[src/inc/i2cm_pkg.sv]
package i2cm_pkg;
  // register byte addresses on the bus
  localparam logic [7:0] ADDR_CTRL2 = 8'h00;
  localparam logic [7:0] ADDR_STAT = 8'h04;
  localparam logic [7:0] ADDR_DATA = 8'h08;
  localparam logic [7:0] ADDR_BAUD = 8'h0C;
  localparam logic [7:0] ADDR_FLAG = 8'h10;
  // serial_control_two fields
  localparam int B_START = 0;
  localparam int B_STOP = 2;
  localparam int B_RECV = 3;
  localparam int B_ACK_SEQUENCE_ENABLE = 4;
  localparam int B_ACK_DATA_VALUE = 5;
  localparam int B_ACKST = 6;
  // serial_status_register fields
  localparam int S_BF = 0;
  localparam int S_START = 3;
  localparam int S_STOPD = 4;
  // event flag register fields, write one to clear
  localparam int F_SIF = 0;
  localparam int F_BCL = 1;
  localparam int F_WRITE_COLLISION_FLAG = 2;
  localparam int F_OVF = 3;
  // baud generator and bit counts
  localparam int BAUD_W = 7;
  localparam logic [BAUD_W-1:0] BAUD_RESET = 7'h09;
  localparam logic [3:0] LAST_RX_BIT = 4'h7;
  localparam logic [3:0] ACK_BIT = 4'h8;
  // bus responses
  localparam logic [1:0] RESP_OKAY = 2'h0;
  localparam logic [1:0] RESP_SLVERR = 2'h2;
  // sequencer states
  typedef enum logic [3:0] {
    ST_IDLE = 4'h0,
    ST_SWAIT = 4'h1,
    ST_SHOLD = 4'h2,
    ST_BLO = 4'h3,
    ST_BHW = 4'h4,
    ST_BHI = 4'h5,
    ST_ALO = 4'h6,
    ST_AHW = 4'h7,
    ST_AHI = 4'h8,
    ST_AEND = 4'h9,
    ST_PSDA = 4'hA,
    ST_PLO = 4'hB,
    ST_PHW = 4'hC,
    ST_PHI = 4'hD,
    ST_PEND = 4'hE
  } i2cm_state_t;
endpackage

[src/logic/i2cm_baud.sv]
`timescale 1ns/1ps
module i2cm_baud import i2cm_pkg::*; #(
  parameter int W = BAUD_W
) (
  // clock and reset
  input wire logic clk_in,
  input wire logic rst_in,
  // control
  input wire logic load_in,
  input wire logic run_in,
  input wire logic [W-1:0] reload_in,
  // status
  output logic expire_out
);
  logic [W-1:0] cnt;

  // loads, counts down one per tick and rests at zero
  always_ff @(posedge clk_in) begin
    if (rst_in) begin
      cnt <= '0;
    end else if (load_in) begin
      cnt <= reload_in;
    end else if (run_in && cnt != '0) begin
      cnt <= cnt - 1'b1;
    end
  end

  // timeout seen only while running and not being reloaded
  assign expire_out = run_in && !load_in && cnt == '0;
endmodule // i2cm_baud

[src/logic/i2cm_master.sv]
`timescale 1ns/1ps
// Functional notes
// - setting receive enable starts master reception of one byte
// - receive enable is ignored unless the sequencer is idle
// - each baud rollover toggles the clock; data bits shift into the register
// - after eighth fall: clear enable, load buffer, set full and interrupt, idle
// - reading the data buffer clears buffer full
// - byte arriving while buffer full sets overflow
// - data write during receive, ack or stop is dropped and sets write collision
// - ack enable drives the clock low and puts ack data on the data line
// - ack data comes from the bit in the same write as ack enable; data line follows that bit
// - ack: release clock, wait high, count, hold low one period, then idle
// - stop enable drives data low; once seen low, reload and count
// - release clock, then data; data and clock high end stop, set stop flag
// - released clock pauses the generator until seen high, then reloads
// - released data seen low while clock high, on a transmitted data bit or in the ack sequence, is a bus collision
// - collision in transmit halts, clears full, releases lines, buffer writable
// - collision in a sequence aborts it, releases lines, clears enables
// - bus monitor keeps watching; a stop condition sets the interrupt flag
// - a new data write after collision transmits from the first bit
// - start with either line already low aborts with a collision
// - start: count with data high; clock low meanwhile is a collision
// - start: early data low restarts count; then drive clock low at end
// - generator reloads from the low seven baud bits and stops at zero
module i2cm_master import i2cm_pkg::*; (
  // clock and reset
  input wire logic CLK_SYS_IN,
  input wire logic RST_IN,
  // register bus write channels
  input wire logic [7:0] AWADDR_IN,
  input wire logic AWVALID_IN,
  output logic AWREADY_OUT,
  input wire logic [31:0] WDATA_IN,
  input wire logic [3:0] WSTRB_IN,
  input wire logic WVALID_IN,
  output logic WREADY_OUT,
  output logic [1:0] BRESP_OUT,
  output logic BVALID_OUT,
  input wire logic BREADY_IN,
  // register bus read channels
  input wire logic [7:0] ARADDR_IN,
  input wire logic ARVALID_IN,
  output logic ARREADY_OUT,
  output logic [31:0] RDATA_OUT,
  output logic [1:0] RRESP_OUT,
  output logic RVALID_OUT,
  input wire logic RREADY_IN,
  // two-wire bus pins
  input wire logic SCL_IN,
  output logic SCL_OUT,
  output logic SCL_OE_OUT,
  input wire logic SDA_IN,
  output logic SDA_OUT,
  output logic SDA_OE_OUT
);
  i2cm_state_t state;
  logic scl_m, scl_s, scl_d, sda_m, sda_s, sda_d;
  logic aw_full, w_full, wr_go;
  logic [7:0] waddr;
  logic [31:0] wdata_q;
  logic [3:0] wstrb_q;
  logic wr_ctrl, wr_data, wr_baud, wr_flag, rd_data, data_ok;
  logic [31:0] next_rdata;
  logic [1:0] next_rresp;
  logic en_start, en_stop, en_recv, en_ack, ack_data, ack_stat, tx_mode;
  logic [BAUD_W-1:0] baud;
  logic [7:0] shift, data_buf;
  logic [3:0] bit_cnt;
  logic bg_load, bg_run, bg_expire;
  logic ev_rx, ev_tx, ev_stop, ev_coll, coll_now;
  logic bf, ovf, write_collision_flag, sif, bcl, start_det, stop_det, bus_start, bus_stop;

  // line synchronisers, third stage only for edge finding
  always_ff @(posedge CLK_SYS_IN) begin
    if (RST_IN) begin
      {scl_m, scl_s, scl_d} <= 3'h7;
      {sda_m, sda_s, sda_d} <= 3'h7;
    end else begin
      scl_m <= SCL_IN;
      scl_s <= scl_m;
      scl_d <= scl_s;
      sda_m <= SDA_IN;
      sda_s <= sda_m;
      sda_d <= sda_s;
    end
  end

  // open-drain pads only ever pull low
  always_ff @(posedge CLK_SYS_IN) begin
    SCL_OUT <= 1'b0;
    SDA_OUT <= 1'b0;
  end

  // write channels: address and data taken in either order
  always_ff @(posedge CLK_SYS_IN) begin
    if (RST_IN) begin
      aw_full <= 1'b0;
      w_full <= 1'b0;
      AWREADY_OUT <= 1'b1;
      WREADY_OUT <= 1'b1;
      BVALID_OUT <= 1'b0;
      BRESP_OUT <= RESP_OKAY;
      waddr <= '0;
      wdata_q <= '0;
      wstrb_q <= '0;
    end else begin
      if (AWVALID_IN && AWREADY_OUT) begin
        aw_full <= 1'b1;
        waddr <= AWADDR_IN;
        AWREADY_OUT <= 1'b0;
      end
      if (WVALID_IN && WREADY_OUT) begin
        w_full <= 1'b1;
        wdata_q <= WDATA_IN;
        wstrb_q <= WSTRB_IN;
        WREADY_OUT <= 1'b0;
      end
      if (wr_go) begin
        BVALID_OUT <= 1'b1;
        BRESP_OUT <= (waddr == ADDR_CTRL2 || waddr == ADDR_STAT || waddr == ADDR_DATA ||
                      waddr == ADDR_BAUD || waddr == ADDR_FLAG) ? RESP_OKAY : RESP_SLVERR;
      end
      if (BVALID_OUT && BREADY_IN) begin
        BVALID_OUT <= 1'b0;
        aw_full <= 1'b0;
        w_full <= 1'b0;
        AWREADY_OUT <= 1'b1;
        WREADY_OUT <= 1'b1;
      end
    end
  end

  // write strobes, low byte lane carries every register
  assign wr_go = aw_full && w_full && !BVALID_OUT;
  assign wr_ctrl = wr_go && wstrb_q[0] && waddr == ADDR_CTRL2;
  assign wr_data = wr_go && wstrb_q[0] && waddr == ADDR_DATA;
  assign wr_baud = wr_go && wstrb_q[0] && waddr == ADDR_BAUD;
  assign wr_flag = wr_go && wstrb_q[0] && waddr == ADDR_FLAG;
  assign rd_data = ARVALID_IN && ARREADY_OUT && ARADDR_IN == ADDR_DATA;
  assign data_ok = state == ST_IDLE;

  // read mux, unmapped addresses answer zero with an error
  always_comb begin
    next_rdata = '0;
    next_rresp = RESP_OKAY;
    case (ARADDR_IN)
      ADDR_CTRL2: next_rdata[7:0] = {1'b0, ack_stat, ack_data, en_ack, en_recv, en_stop,
                                     1'b0, en_start};
      ADDR_STAT: next_rdata[7:0] = {3'h0, stop_det, start_det, 2'h0, bf};
      ADDR_DATA: next_rdata[7:0] = data_buf;
      ADDR_BAUD: next_rdata[BAUD_W-1:0] = baud;
      ADDR_FLAG: next_rdata[7:0] = {4'h0, ovf, write_collision_flag, bcl, sif};
      default: next_rresp = RESP_SLVERR;
    endcase
  end

  // read channels
  always_ff @(posedge CLK_SYS_IN) begin
    if (RST_IN) begin
      ARREADY_OUT <= 1'b1;
      RVALID_OUT <= 1'b0;
      RDATA_OUT <= '0;
      RRESP_OUT <= RESP_OKAY;
    end else if (ARVALID_IN && ARREADY_OUT) begin
      ARREADY_OUT <= 1'b0;
      RVALID_OUT <= 1'b1;
      RDATA_OUT <= next_rdata;
      RRESP_OUT <= next_rresp;
    end else if (RVALID_OUT && RREADY_IN) begin
      RVALID_OUT <= 1'b0;
      ARREADY_OUT <= 1'b1;
    end
  end

  // configuration held by software
  always_ff @(posedge CLK_SYS_IN) begin
    if (RST_IN) begin
      baud <= BAUD_RESET;
      ack_data <= 1'b0;
    end else begin
      if (wr_baud) baud <= wdata_q[BAUD_W-1:0];
      if (wr_ctrl) ack_data <= wdata_q[B_ACK_DATA_VALUE];
    end
  end

  i2cm_baud #(.W(BAUD_W)) u_baud (
    .clk_in(CLK_SYS_IN),
    .rst_in(RST_IN),
    .load_in(bg_load),
    .run_in(bg_run),
    .reload_in(baud),
    .expire_out(bg_expire)
  );

  // collisions: start on a busy bus, lost data one, clock stolen
  always_comb begin
    coll_now = 1'b0;
    case (state)
      ST_IDLE: coll_now = wr_ctrl && wdata_q[B_START] && (!scl_s || !sda_s);
      ST_SWAIT: coll_now = !scl_s && sda_s;
      ST_BHI: coll_now = tx_mode && bit_cnt != ACK_BIT && !SDA_OE_OUT && !sda_s;
      ST_AHI: coll_now = !SDA_OE_OUT && !sda_s;
      ST_PHI: coll_now = !scl_s;
      default: coll_now = 1'b0;
    endcase
  end

  // bit sequencer, pin drives and command enables
  always_ff @(posedge CLK_SYS_IN) begin
    if (RST_IN) begin
      state <= ST_IDLE;
      SCL_OE_OUT <= 1'b0;
      SDA_OE_OUT <= 1'b0;
      {en_start, en_stop, en_recv, en_ack} <= 4'h0;
      {bg_load, bg_run, tx_mode, ack_stat} <= 4'h0;
      {ev_rx, ev_tx, ev_stop, ev_coll} <= 4'h0;
      shift <= '0;
      bit_cnt <= '0;
    end else begin
      bg_load <= 1'b0;
      {ev_rx, ev_tx, ev_stop, ev_coll} <= 4'h0;
      case (state)
        ST_IDLE: begin
          bg_run <= 1'b0;
          if (wr_ctrl && wdata_q[B_START]) begin
            en_start <= 1'b1;
            {bg_load, bg_run} <= 2'h3;
            state <= ST_SWAIT;
          end else if (wr_ctrl && wdata_q[B_STOP]) begin
            en_stop <= 1'b1;
            SCL_OE_OUT <= 1'b1;
            SDA_OE_OUT <= 1'b1;
            state <= ST_PSDA;
          end else if (wr_ctrl && wdata_q[B_RECV]) begin
            en_recv <= 1'b1;
            tx_mode <= 1'b0;
            bit_cnt <= '0;
            SCL_OE_OUT <= 1'b1;
            SDA_OE_OUT <= 1'b0;
            {bg_load, bg_run} <= 2'h3;
            state <= ST_BLO;
          end else if (wr_ctrl && wdata_q[B_ACK_SEQUENCE_ENABLE]) begin
            en_ack <= 1'b1;
            SCL_OE_OUT <= 1'b1;
            SDA_OE_OUT <= !wdata_q[B_ACK_DATA_VALUE];
            {bg_load, bg_run} <= 2'h3;
            state <= ST_ALO;
          end else if (wr_data) begin
            tx_mode <= 1'b1;
            shift <= wdata_q[7:0];
            bit_cnt <= '0;
            SCL_OE_OUT <= 1'b1;
            SDA_OE_OUT <= !wdata_q[7];
            {bg_load, bg_run} <= 2'h3;
            state <= ST_BLO;
          end
        end
        ST_SWAIT: begin
          if (bg_expire || !sda_s) begin
            SDA_OE_OUT <= 1'b1;
            bg_load <= 1'b1;
            state <= ST_SHOLD;
          end
        end
        ST_SHOLD: begin
          if (bg_expire) begin
            SCL_OE_OUT <= 1'b1;
            en_start <= 1'b0;
            bg_run <= 1'b0;
            state <= ST_IDLE;
          end
        end
        ST_BLO: begin
          if (bg_expire) begin
            SCL_OE_OUT <= 1'b0;
            bg_run <= 1'b0;
            state <= ST_BHW;
          end
        end
        ST_BHW: begin
          if (scl_s) begin
            {bg_load, bg_run} <= 2'h3;
            shift <= {shift[6:0], sda_s};
            if (bit_cnt == ACK_BIT) ack_stat <= sda_s;
            state <= ST_BHI;
          end
        end
        ST_BHI: begin
          if (bg_expire) begin
            SCL_OE_OUT <= 1'b1;
            bit_cnt <= bit_cnt + 4'h1;
            bg_load <= 1'b1;
            if (!tx_mode && bit_cnt == LAST_RX_BIT) begin
              en_recv <= 1'b0;
              bg_run <= 1'b0;
              ev_rx <= 1'b1;
              state <= ST_IDLE;
            end else if (tx_mode && bit_cnt == ACK_BIT) begin
              bg_run <= 1'b0;
              ev_tx <= 1'b1;
              state <= ST_IDLE;
            end else begin
              SDA_OE_OUT <= tx_mode && bit_cnt != LAST_RX_BIT && !shift[7];
              state <= ST_BLO;
            end
          end
        end
        ST_ALO: begin
          if (bg_expire) begin
            SCL_OE_OUT <= 1'b0;
            bg_run <= 1'b0;
            state <= ST_AHW;
          end
        end
        ST_AHW: begin
          if (scl_s) begin
            {bg_load, bg_run} <= 2'h3;
            state <= ST_AHI;
          end
        end
        ST_AHI: begin
          if (bg_expire) begin
            SCL_OE_OUT <= 1'b1;
            bg_load <= 1'b1;
            state <= ST_AEND;
          end
        end
        ST_AEND: begin
          if (bg_expire) begin
            en_ack <= 1'b0;
            SDA_OE_OUT <= 1'b0;
            bg_run <= 1'b0;
            state <= ST_IDLE;
          end
        end
        ST_PSDA: begin
          if (!sda_s) begin
            {bg_load, bg_run} <= 2'h3;
            state <= ST_PLO;
          end
        end
        ST_PLO: begin
          if (bg_expire) begin
            SCL_OE_OUT <= 1'b0;
            bg_run <= 1'b0;
            state <= ST_PHW;
          end
        end
        ST_PHW: begin
          if (scl_s) begin
            {bg_load, bg_run} <= 2'h3;
            state <= ST_PHI;
          end
        end
        ST_PHI: begin
          if (bg_expire) begin
            SDA_OE_OUT <= 1'b0;
            bg_run <= 1'b0;
            state <= ST_PEND;
          end
        end
        ST_PEND: begin
          if (sda_s && scl_s) begin
            en_stop <= 1'b0;
            ev_stop <= 1'b1;
            state <= ST_IDLE;
          end
        end
        default: state <= ST_IDLE;
      endcase
      // a collision overrides whatever step was taken
      if (coll_now) begin
        state <= ST_IDLE;
        SCL_OE_OUT <= 1'b0;
        SDA_OE_OUT <= 1'b0;
        {en_start, en_stop, en_recv, en_ack} <= 4'h0;
        {bg_load, bg_run} <= 2'h0;
        ev_coll <= 1'b1;
      end
    end
  end

  // bus monitor for start and stop conditions by any master
  assign bus_start = scl_s && scl_d && sda_d && !sda_s;
  assign bus_stop = scl_s && scl_d && !sda_d && sda_s;

  // data buffer and status flags, set wins over clear
  always_ff @(posedge CLK_SYS_IN) begin
    if (RST_IN) begin
      data_buf <= '0;
      {bf, ovf, write_collision_flag, sif, bcl, start_det, stop_det} <= 7'h00;
    end else begin
      if (ev_rx) data_buf <= shift;
      else if (wr_data && data_ok) data_buf <= wdata_q[7:0];
      if (rd_data || ev_tx || ev_coll) bf <= 1'b0;
      if (ev_rx || (wr_data && data_ok)) bf <= 1'b1;
      if (wr_flag && wdata_q[F_OVF]) ovf <= 1'b0;
      if (ev_rx && bf) ovf <= 1'b1;
      if (wr_flag && wdata_q[F_WRITE_COLLISION_FLAG]) write_collision_flag <= 1'b0;
      if (wr_data && !data_ok) write_collision_flag <= 1'b1;
      if (wr_flag && wdata_q[F_BCL]) bcl <= 1'b0;
      if (ev_coll) bcl <= 1'b1;
      if (wr_flag && wdata_q[F_SIF]) sif <= 1'b0;
      if (ev_rx || ev_tx || ev_stop || bus_stop || bus_start) sif <= 1'b1;
      if (bus_stop) start_det <= 1'b0;
      if (bus_start) start_det <= 1'b1;
      if (bus_start) stop_det <= 1'b0;
      if (bus_stop || ev_stop) stop_det <= 1'b1;
    end
  end
endmodule // i2cm_master

[config.mk]
export PLATFORM = sky130hd
export DESIGN_NAME = i2cm_master
export DESIGN_NICKNAME = d
export VERILOG_FILES = /design/src/inc/i2cm_pkg.sv /design/src/logic/i2cm_baud.sv /design/src/logic/i2cm_master.sv
export SDC_FILE = /design/constraint.sdc
export NUM_CORES = 1
export LEC_CHECK = 0
export ABC_AREA = 1
export BUFFER_PORTS_ARGS = -buffer_cell sky130_fd_sc_hd__buf_2
export CAP_MARGIN = 20
export CORE_MARGIN = 3
export CORE_UTILIZATION = 50
export CTS_BUF_LIST = sky130_fd_sc_hd__clkbuf_4 sky130_fd_sc_hd__clkbuf_8
export CTS_CLUSTER_SIZE = 30
export DETAILED_ROUTE_END_ITERATION = 12
export PLACE_DENSITY = 0.73
export SLEW_MARGIN = 20
export SYNTH_ARGS = -nofsm -noshare
export SYNTH_HDL_FRONTEND = slang
export SYNTH_HIERARCHICAL = 1
export SYNTH_SLANG_ARGS = --single-unit
[constraint.sdc]
create_clock -name CLK_SYS_IN -period 3.05 [get_ports CLK_SYS_IN]
set_clock_uncertainty 0.15 [all_clocks]
set_input_delay 0.61 -clock CLK_SYS_IN [delete_from_list [all_inputs] [get_ports CLK_SYS_IN]]
set_output_delay 0.61 -clock CLK_SYS_IN [all_outputs]
set_load 0.01 [all_outputs]
### Word level (Yosys, flattened, before mapping)

Index checks and enable logic that the tools add are counted.

* register bits: 102
* input bits: 61
* output and inout bits: 45
* word-level logic and storage cells: 354

* $add $sub $neg: 2
* equality and inequality tests: 64
* mux-type cells: 119
* bitwise operators: 5
* reductions and logical operators: 117

Operators by type and width (count)
* 2-to-1 mux 4 bit: 24
* 2-to-1 mux 1 bit: 68
* 2-to-1 mux 8 bit: 8
* one-hot mux 4 bit (14 select lines): 1
* != test 2 bit, second input constant: 23
* logical AND 1 bit: 43
* one-hot mux 7 bit (5 select lines): 1
* equality test 4 bit, second input constant: 8
* equality test 8 x 4 -> 1 bit, second input constant: 4
* nonzero test 2 bit: 16
* AND reduction 6 bit: 4
* equality test 4 x 3 -> 1 bit, second input constant: 5
* != test 2 x 1 -> 1 bit, second input constant: 10
* equality test 8 x 3 -> 1 bit, second input constant: 2
* equality test 8 x 5 -> 1 bit, second input constant: 2
* zero test 8 bit: 2
* one-hot mux 8 bit (2 select lines): 1
* one-hot mux 1 bit (5 select lines): 3
* logical OR 1 bit: 14
* 2-to-1 mux 7 bit: 2
* AND reduction 14 bit: 1
* OR reduction 2 bit: 6
* OR reduction 3 bit: 4
* zero test 1 bit: 11
* 30 further kinds: 44

### Longest topological paths before layout

* word-level depth: 10
* gate-level depth with buffers: 16
* mapped depth without buffers: 16

### By module

The synthesis kept the hierarchy.

By module, submodules not included
* i2cm_master: times used 1, cells an instance 729, area each 5031.1 µm², sequential area each 1861.8 µm²
* i2cm_baud: times used 1, cells an instance 83, area each 499.2 µm², sequential area each 140.1 µm²

### Worst setup path before layout

No wires, ideal clock.

* path type: reg2reg
* start: reg u_baud.cnt[0]
* end: reg state[0]
* data arrival time: 1.942 ns
* data required time: 2.781 ns
* path slack: 0.839 ns
* cell stages (with the launch flop): 16
* path buffers: 0
* period minus slack after synthesis: 2.211 ns
* path through: dfxtp_1 -> inv_1 -> ha_1 -> inv_1 -> nor2_1 -> nand3_2 -> nor2_1 -> inv_1 -> nand3_1 -> nand2_1 -> nor2_1 -> nand3_2 -> nor2_2 -> nand2_2 -> nand2_1 -> a21oi_1

* longest elaborated chain between the ends: 5
* elaborated cells between the ends (all ways): 12
* classes of those cells: 8 x eq/ne; 4 x reduce/logical

RTL lines
* start: declaration: RTL line i2cm_baud.sv:15 `logic [W-1:0] cnt;`
* start signal: assignment: RTL line i2cm_baud.sv:22 `cnt <= reload_in;`
* start signal: assignment: RTL line i2cm_baud.sv:24 `cnt <= cnt - 1'b1;`
* zero test 7 bit (*): RTL line i2cm_baud.sv:29 `assign expire_out = run_in && !load_in && cnt == '0;`
* logical AND 1 bit (*): RTL line i2cm_baud.sv:29
* named net bg_expire: RTL line i2cm_master.sv:69 `logic bg_load, bg_run, bg_expire;`
* logical OR 1 bit: RTL line i2cm_master.sv:259 `if (bg_expire || !sda_s) begin`
* != test 2 bit (no source line)
* AND reduction 14 bit (no source line) (*)
* end signal: assignment: RTL line i2cm_master.sv:255 `state <= ST_BLO;`
* end signal: assignment: RTL line i2cm_master.sv:262 `state <= ST_SHOLD;`
* end signal: assignment: RTL line i2cm_master.sv:270 `state <= ST_IDLE;`
* end: declaration: RTL line i2cm_master.sv:56 `i2cm_state_t state;`

The timed path passes the listed nets; every way through them passes the cells marked *.
A chain may end at the register's enable or synchronous reset.

### Worst setup path in the final report

* start: reg u_baud.cnt[0]
* end: reg state[2]

The elaborated chain is that of the path after synthesis.

==> run metrics <==
Antenna Nets Post-Route 0; CTS Buffer Depth 2; crit path kind reg -> reg; prevailing post-synth register cell dfxtp_1; Synth warnings 6; syn_area_per_cell around 6.8 um^2; Overflow after GRT 0; Required @ worst endpoint between 3 and 4 ns; met1 Usage GRT 0.3007; Mapped Cells just over 800; hpwl dp about 10 mm; Post-CTS Hold Fix Bufs 0; combinational power share 0.356; global routing's busiest layer met2; # IOs roughly 110; P_sw 1.498 mW; worst slew pin tran between 0.5 and 0.6 ns; WL final 13.49 mm; number of antenna diodes 0; Final Slew Violations 0; CTS tree built; Die Span X roughly 110 um; residual DRC count 0; DRT iter0 DRCs about 430; pin count of the biggest net entering global routing 43; worst skew pair latency 0.37 ns; Fillers between 1000 and 1500; Critical Path AT roughly 2.5 ns; routed length per placed instance around 14 um; met3 Resource Use GR 0.04367; cell area after synthesis approximately 5500 um^2; Reg clk slew, reported paths ~0.1 ns; Lkg Pwr 2.800 nW; height of the die about 110 um; die area approximately 12000 um^2; Root Buffer clkbuf_8; Yosys cell types 40; sequential area share after synthesis 0.3620; Area Growth Syn to Fin 7.602%; share of cells above drive strength 1 0.1529; layout net count slightly above 900; mean number of vias per cell around 5.2; global-route wire length before repair roughly 22 mm; Placed Area around 5800 um^2; CTS Buf Count 9; Worst IR Drop VDD 352.7 uV; number of enable flip-flop cells after synthesis 0; CTS sink count 100; Starting Density 0.5239; nature of the critical path startpoint flip-flop; vias in the first global route roughly 4600; num rows 37; CP Max Fanout 7; reg2reg setup slack 0.70 ns; Vias just over 5000; worst rel slew slack 0.6351; hold crit path type reg -> reg; fin crit share 0.7708; endpoints failing setup 0; Worst Setup End Kind flip-flop; Sw Ratio 0.3963; DRT Pass-1 Iters 5; Placeable Area roughly 11000 um^2; area occupied by multi-input gates roughly 3000 um^2; Fin Setup TNS 0 ns; final worst path period need about 2.4 ns; GPL Wtd Cong roughly 0.96; status complete, no violations; MaxCap Viol Count 0; met2 Usage GRT 0.3478; fmax 425.3 MHz; initial antenna violation count 0; unrepaired setup endpoints after global routing false; Hold Vio Cnt, Final 0; GRT Overall Usage 0.2186; post-CTS setup buffers 0; clock share of power 0.225; # resized after CTS 0; Sequential Area 2002 um^2; share of power burned in registers 0.420; Int Pwr 2.282 mW; asr flop ratio synth 0; most frequent cells in the layout nand2_1, dfxtp_1, nor2_1; Power Density between 600 and 700 nW/um^2; Yosys reg bits 100; # port buffers 50; htree depth 3; most common cell after layout, fill and taps aside nand2_1; post-route cell area 5951 um^2
-- power groups by stage --
stage	Combinational, mW	Sequential (mW)	Clock, mW
2_1_floorplan	1.10	1.58	0
5_1_grt	1.53	1.61	0.922
3_3_place_gp	1.32	1.61	0
6_report	1.34	1.59	0.850
4_1_cts	1.33	1.59	0.872
3_5_place_dp	1.32	1.62	0
-- per-stage QoR --
step / power (mW) / instances / hold WS, ns / util / setup slack [ns]
after detailed placement: 2.938 / 977 / 0.2506 / 0.5452 / 0.7365
final: 3.780 / 993 / 0.2641 / 0.5638 / 0.6989
after CTS: 3.788 / 993 / 0.2566 / 0.5638 / 0.7224
after floorplan: 2.680 / 839 / 0.2395 / - / 0.8395
after global placement: 2.927 / 977 / 0.2438 / 0.5452 / 0.7612
after global routing: 4.056 / 993 / 0.2554 / 0.5638 / 0.4765
-- synthesized netlist by cell type (2+ instances only) --
cell type	count	share of area
nand2_2	10	0.011
inv_2	6	0.0041
inv_1	76	0.052
clkinv_2	2	0.0018
nand4_1	26	0.029
nor2_4	6	0.012
nand3b_1	3	0.0041
mux2_2	6	0.012
buf_4	30	0.041
nor3_1	12	0.011
buf_6	4	0.0081
ha_1	4	0.0091
a31oi_1	9	0.010
nor2_8	2	0.0072
or2_2	5	0.0057
a21oi_1	61	0.055
nand2_1	199	0.14
clkbuf_1	16	0.011
dfxtp_1	100	0.36
buf_2	2	0.0018
clkinv_1	3	0.0020
o211ai_1	7	0.0095
nand2_4	3	0.0061
o21ai_0	58	0.052
nor2_1	86	0.058
nor2_2	9	0.010
nand3_2	7	0.013
nand3_1	47	0.043
xor2_1	2	0.0032
-- final cells by class --
cell class	instances	share of cell area
Sequential cell	100	0.3364
Clock buffer	9	0.02082
Inverter	88	0.05635
Tap cell	136	0.02860
Multi-Input combinational cell	599	0.4964
Clock inverter	7	0.01220
Timing Repair Buffer	54	0.04920
-- kinds of logic after synthesis --
group / count (synthesis) / share of synthesized area
AND/OR/NAND/NOR: 418 / 0.3538
AO/OA/AOI/OAI: 140 / 0.1348
buffers and inverters: 140 / 0.1222
flip-flops: 100 / 0.3620
multiplexers: 7 / 0.01425
adder cells (fa/ha/maj): 4 / 0.009050
XOR/XNOR: 2 / 0.003168
other: 1 / 0.0006781
-- critical path: stages (launching register included) --
cell and delay, ns:
dfxtp_1 0.32, inv_1 0.13, ha_1 0.21, inv_1 0.05, nor2_1 0.11, nand3_2 0.09
nor2_1 0.16, inv_1 0.15, nand3_1 0.18, nand2_1 0.07, nor2_1 0.13, nand3_2 0.08
nor2_2 0.19, nand2_2 0.10, nand2_1 0.07, a21oi_1 0.06
-- layer usage --
metal,vias to the layer above,part of all wire
li1,2670,-
met2,189,0.45
met4,0,0.019
met1,2283,0.46
met5,-,0
met3,24,0.069
-- registers in the layout, summed over array words and instances (netlist names), 7 cells and up --
register and count:
u_baud/cnt 7, wdata_q 8, RDATA_OUT 8, data_buf 8, waddr 8, baud 7, shift 8
-- final timing paths --
kind	from	to	cells after the start
worst max register to register	u_baud/cnt[0]$_SDFFE_PP0P_	state[2]$_SDFFE_PP0P_	15
worst max-delay path	u_baud/cnt[0]$_SDFFE_PP0P_	state[2]$_SDFFE_PP0P_	15
worst min-delay path	sda_m$_SDFF_PP1_	sda_s$_SDFF_PP1_	1
worst min register to register	sda_m$_SDFF_PP1_	sda_s$_SDFF_PP1_	1
(Power assumes the default switching activity.)
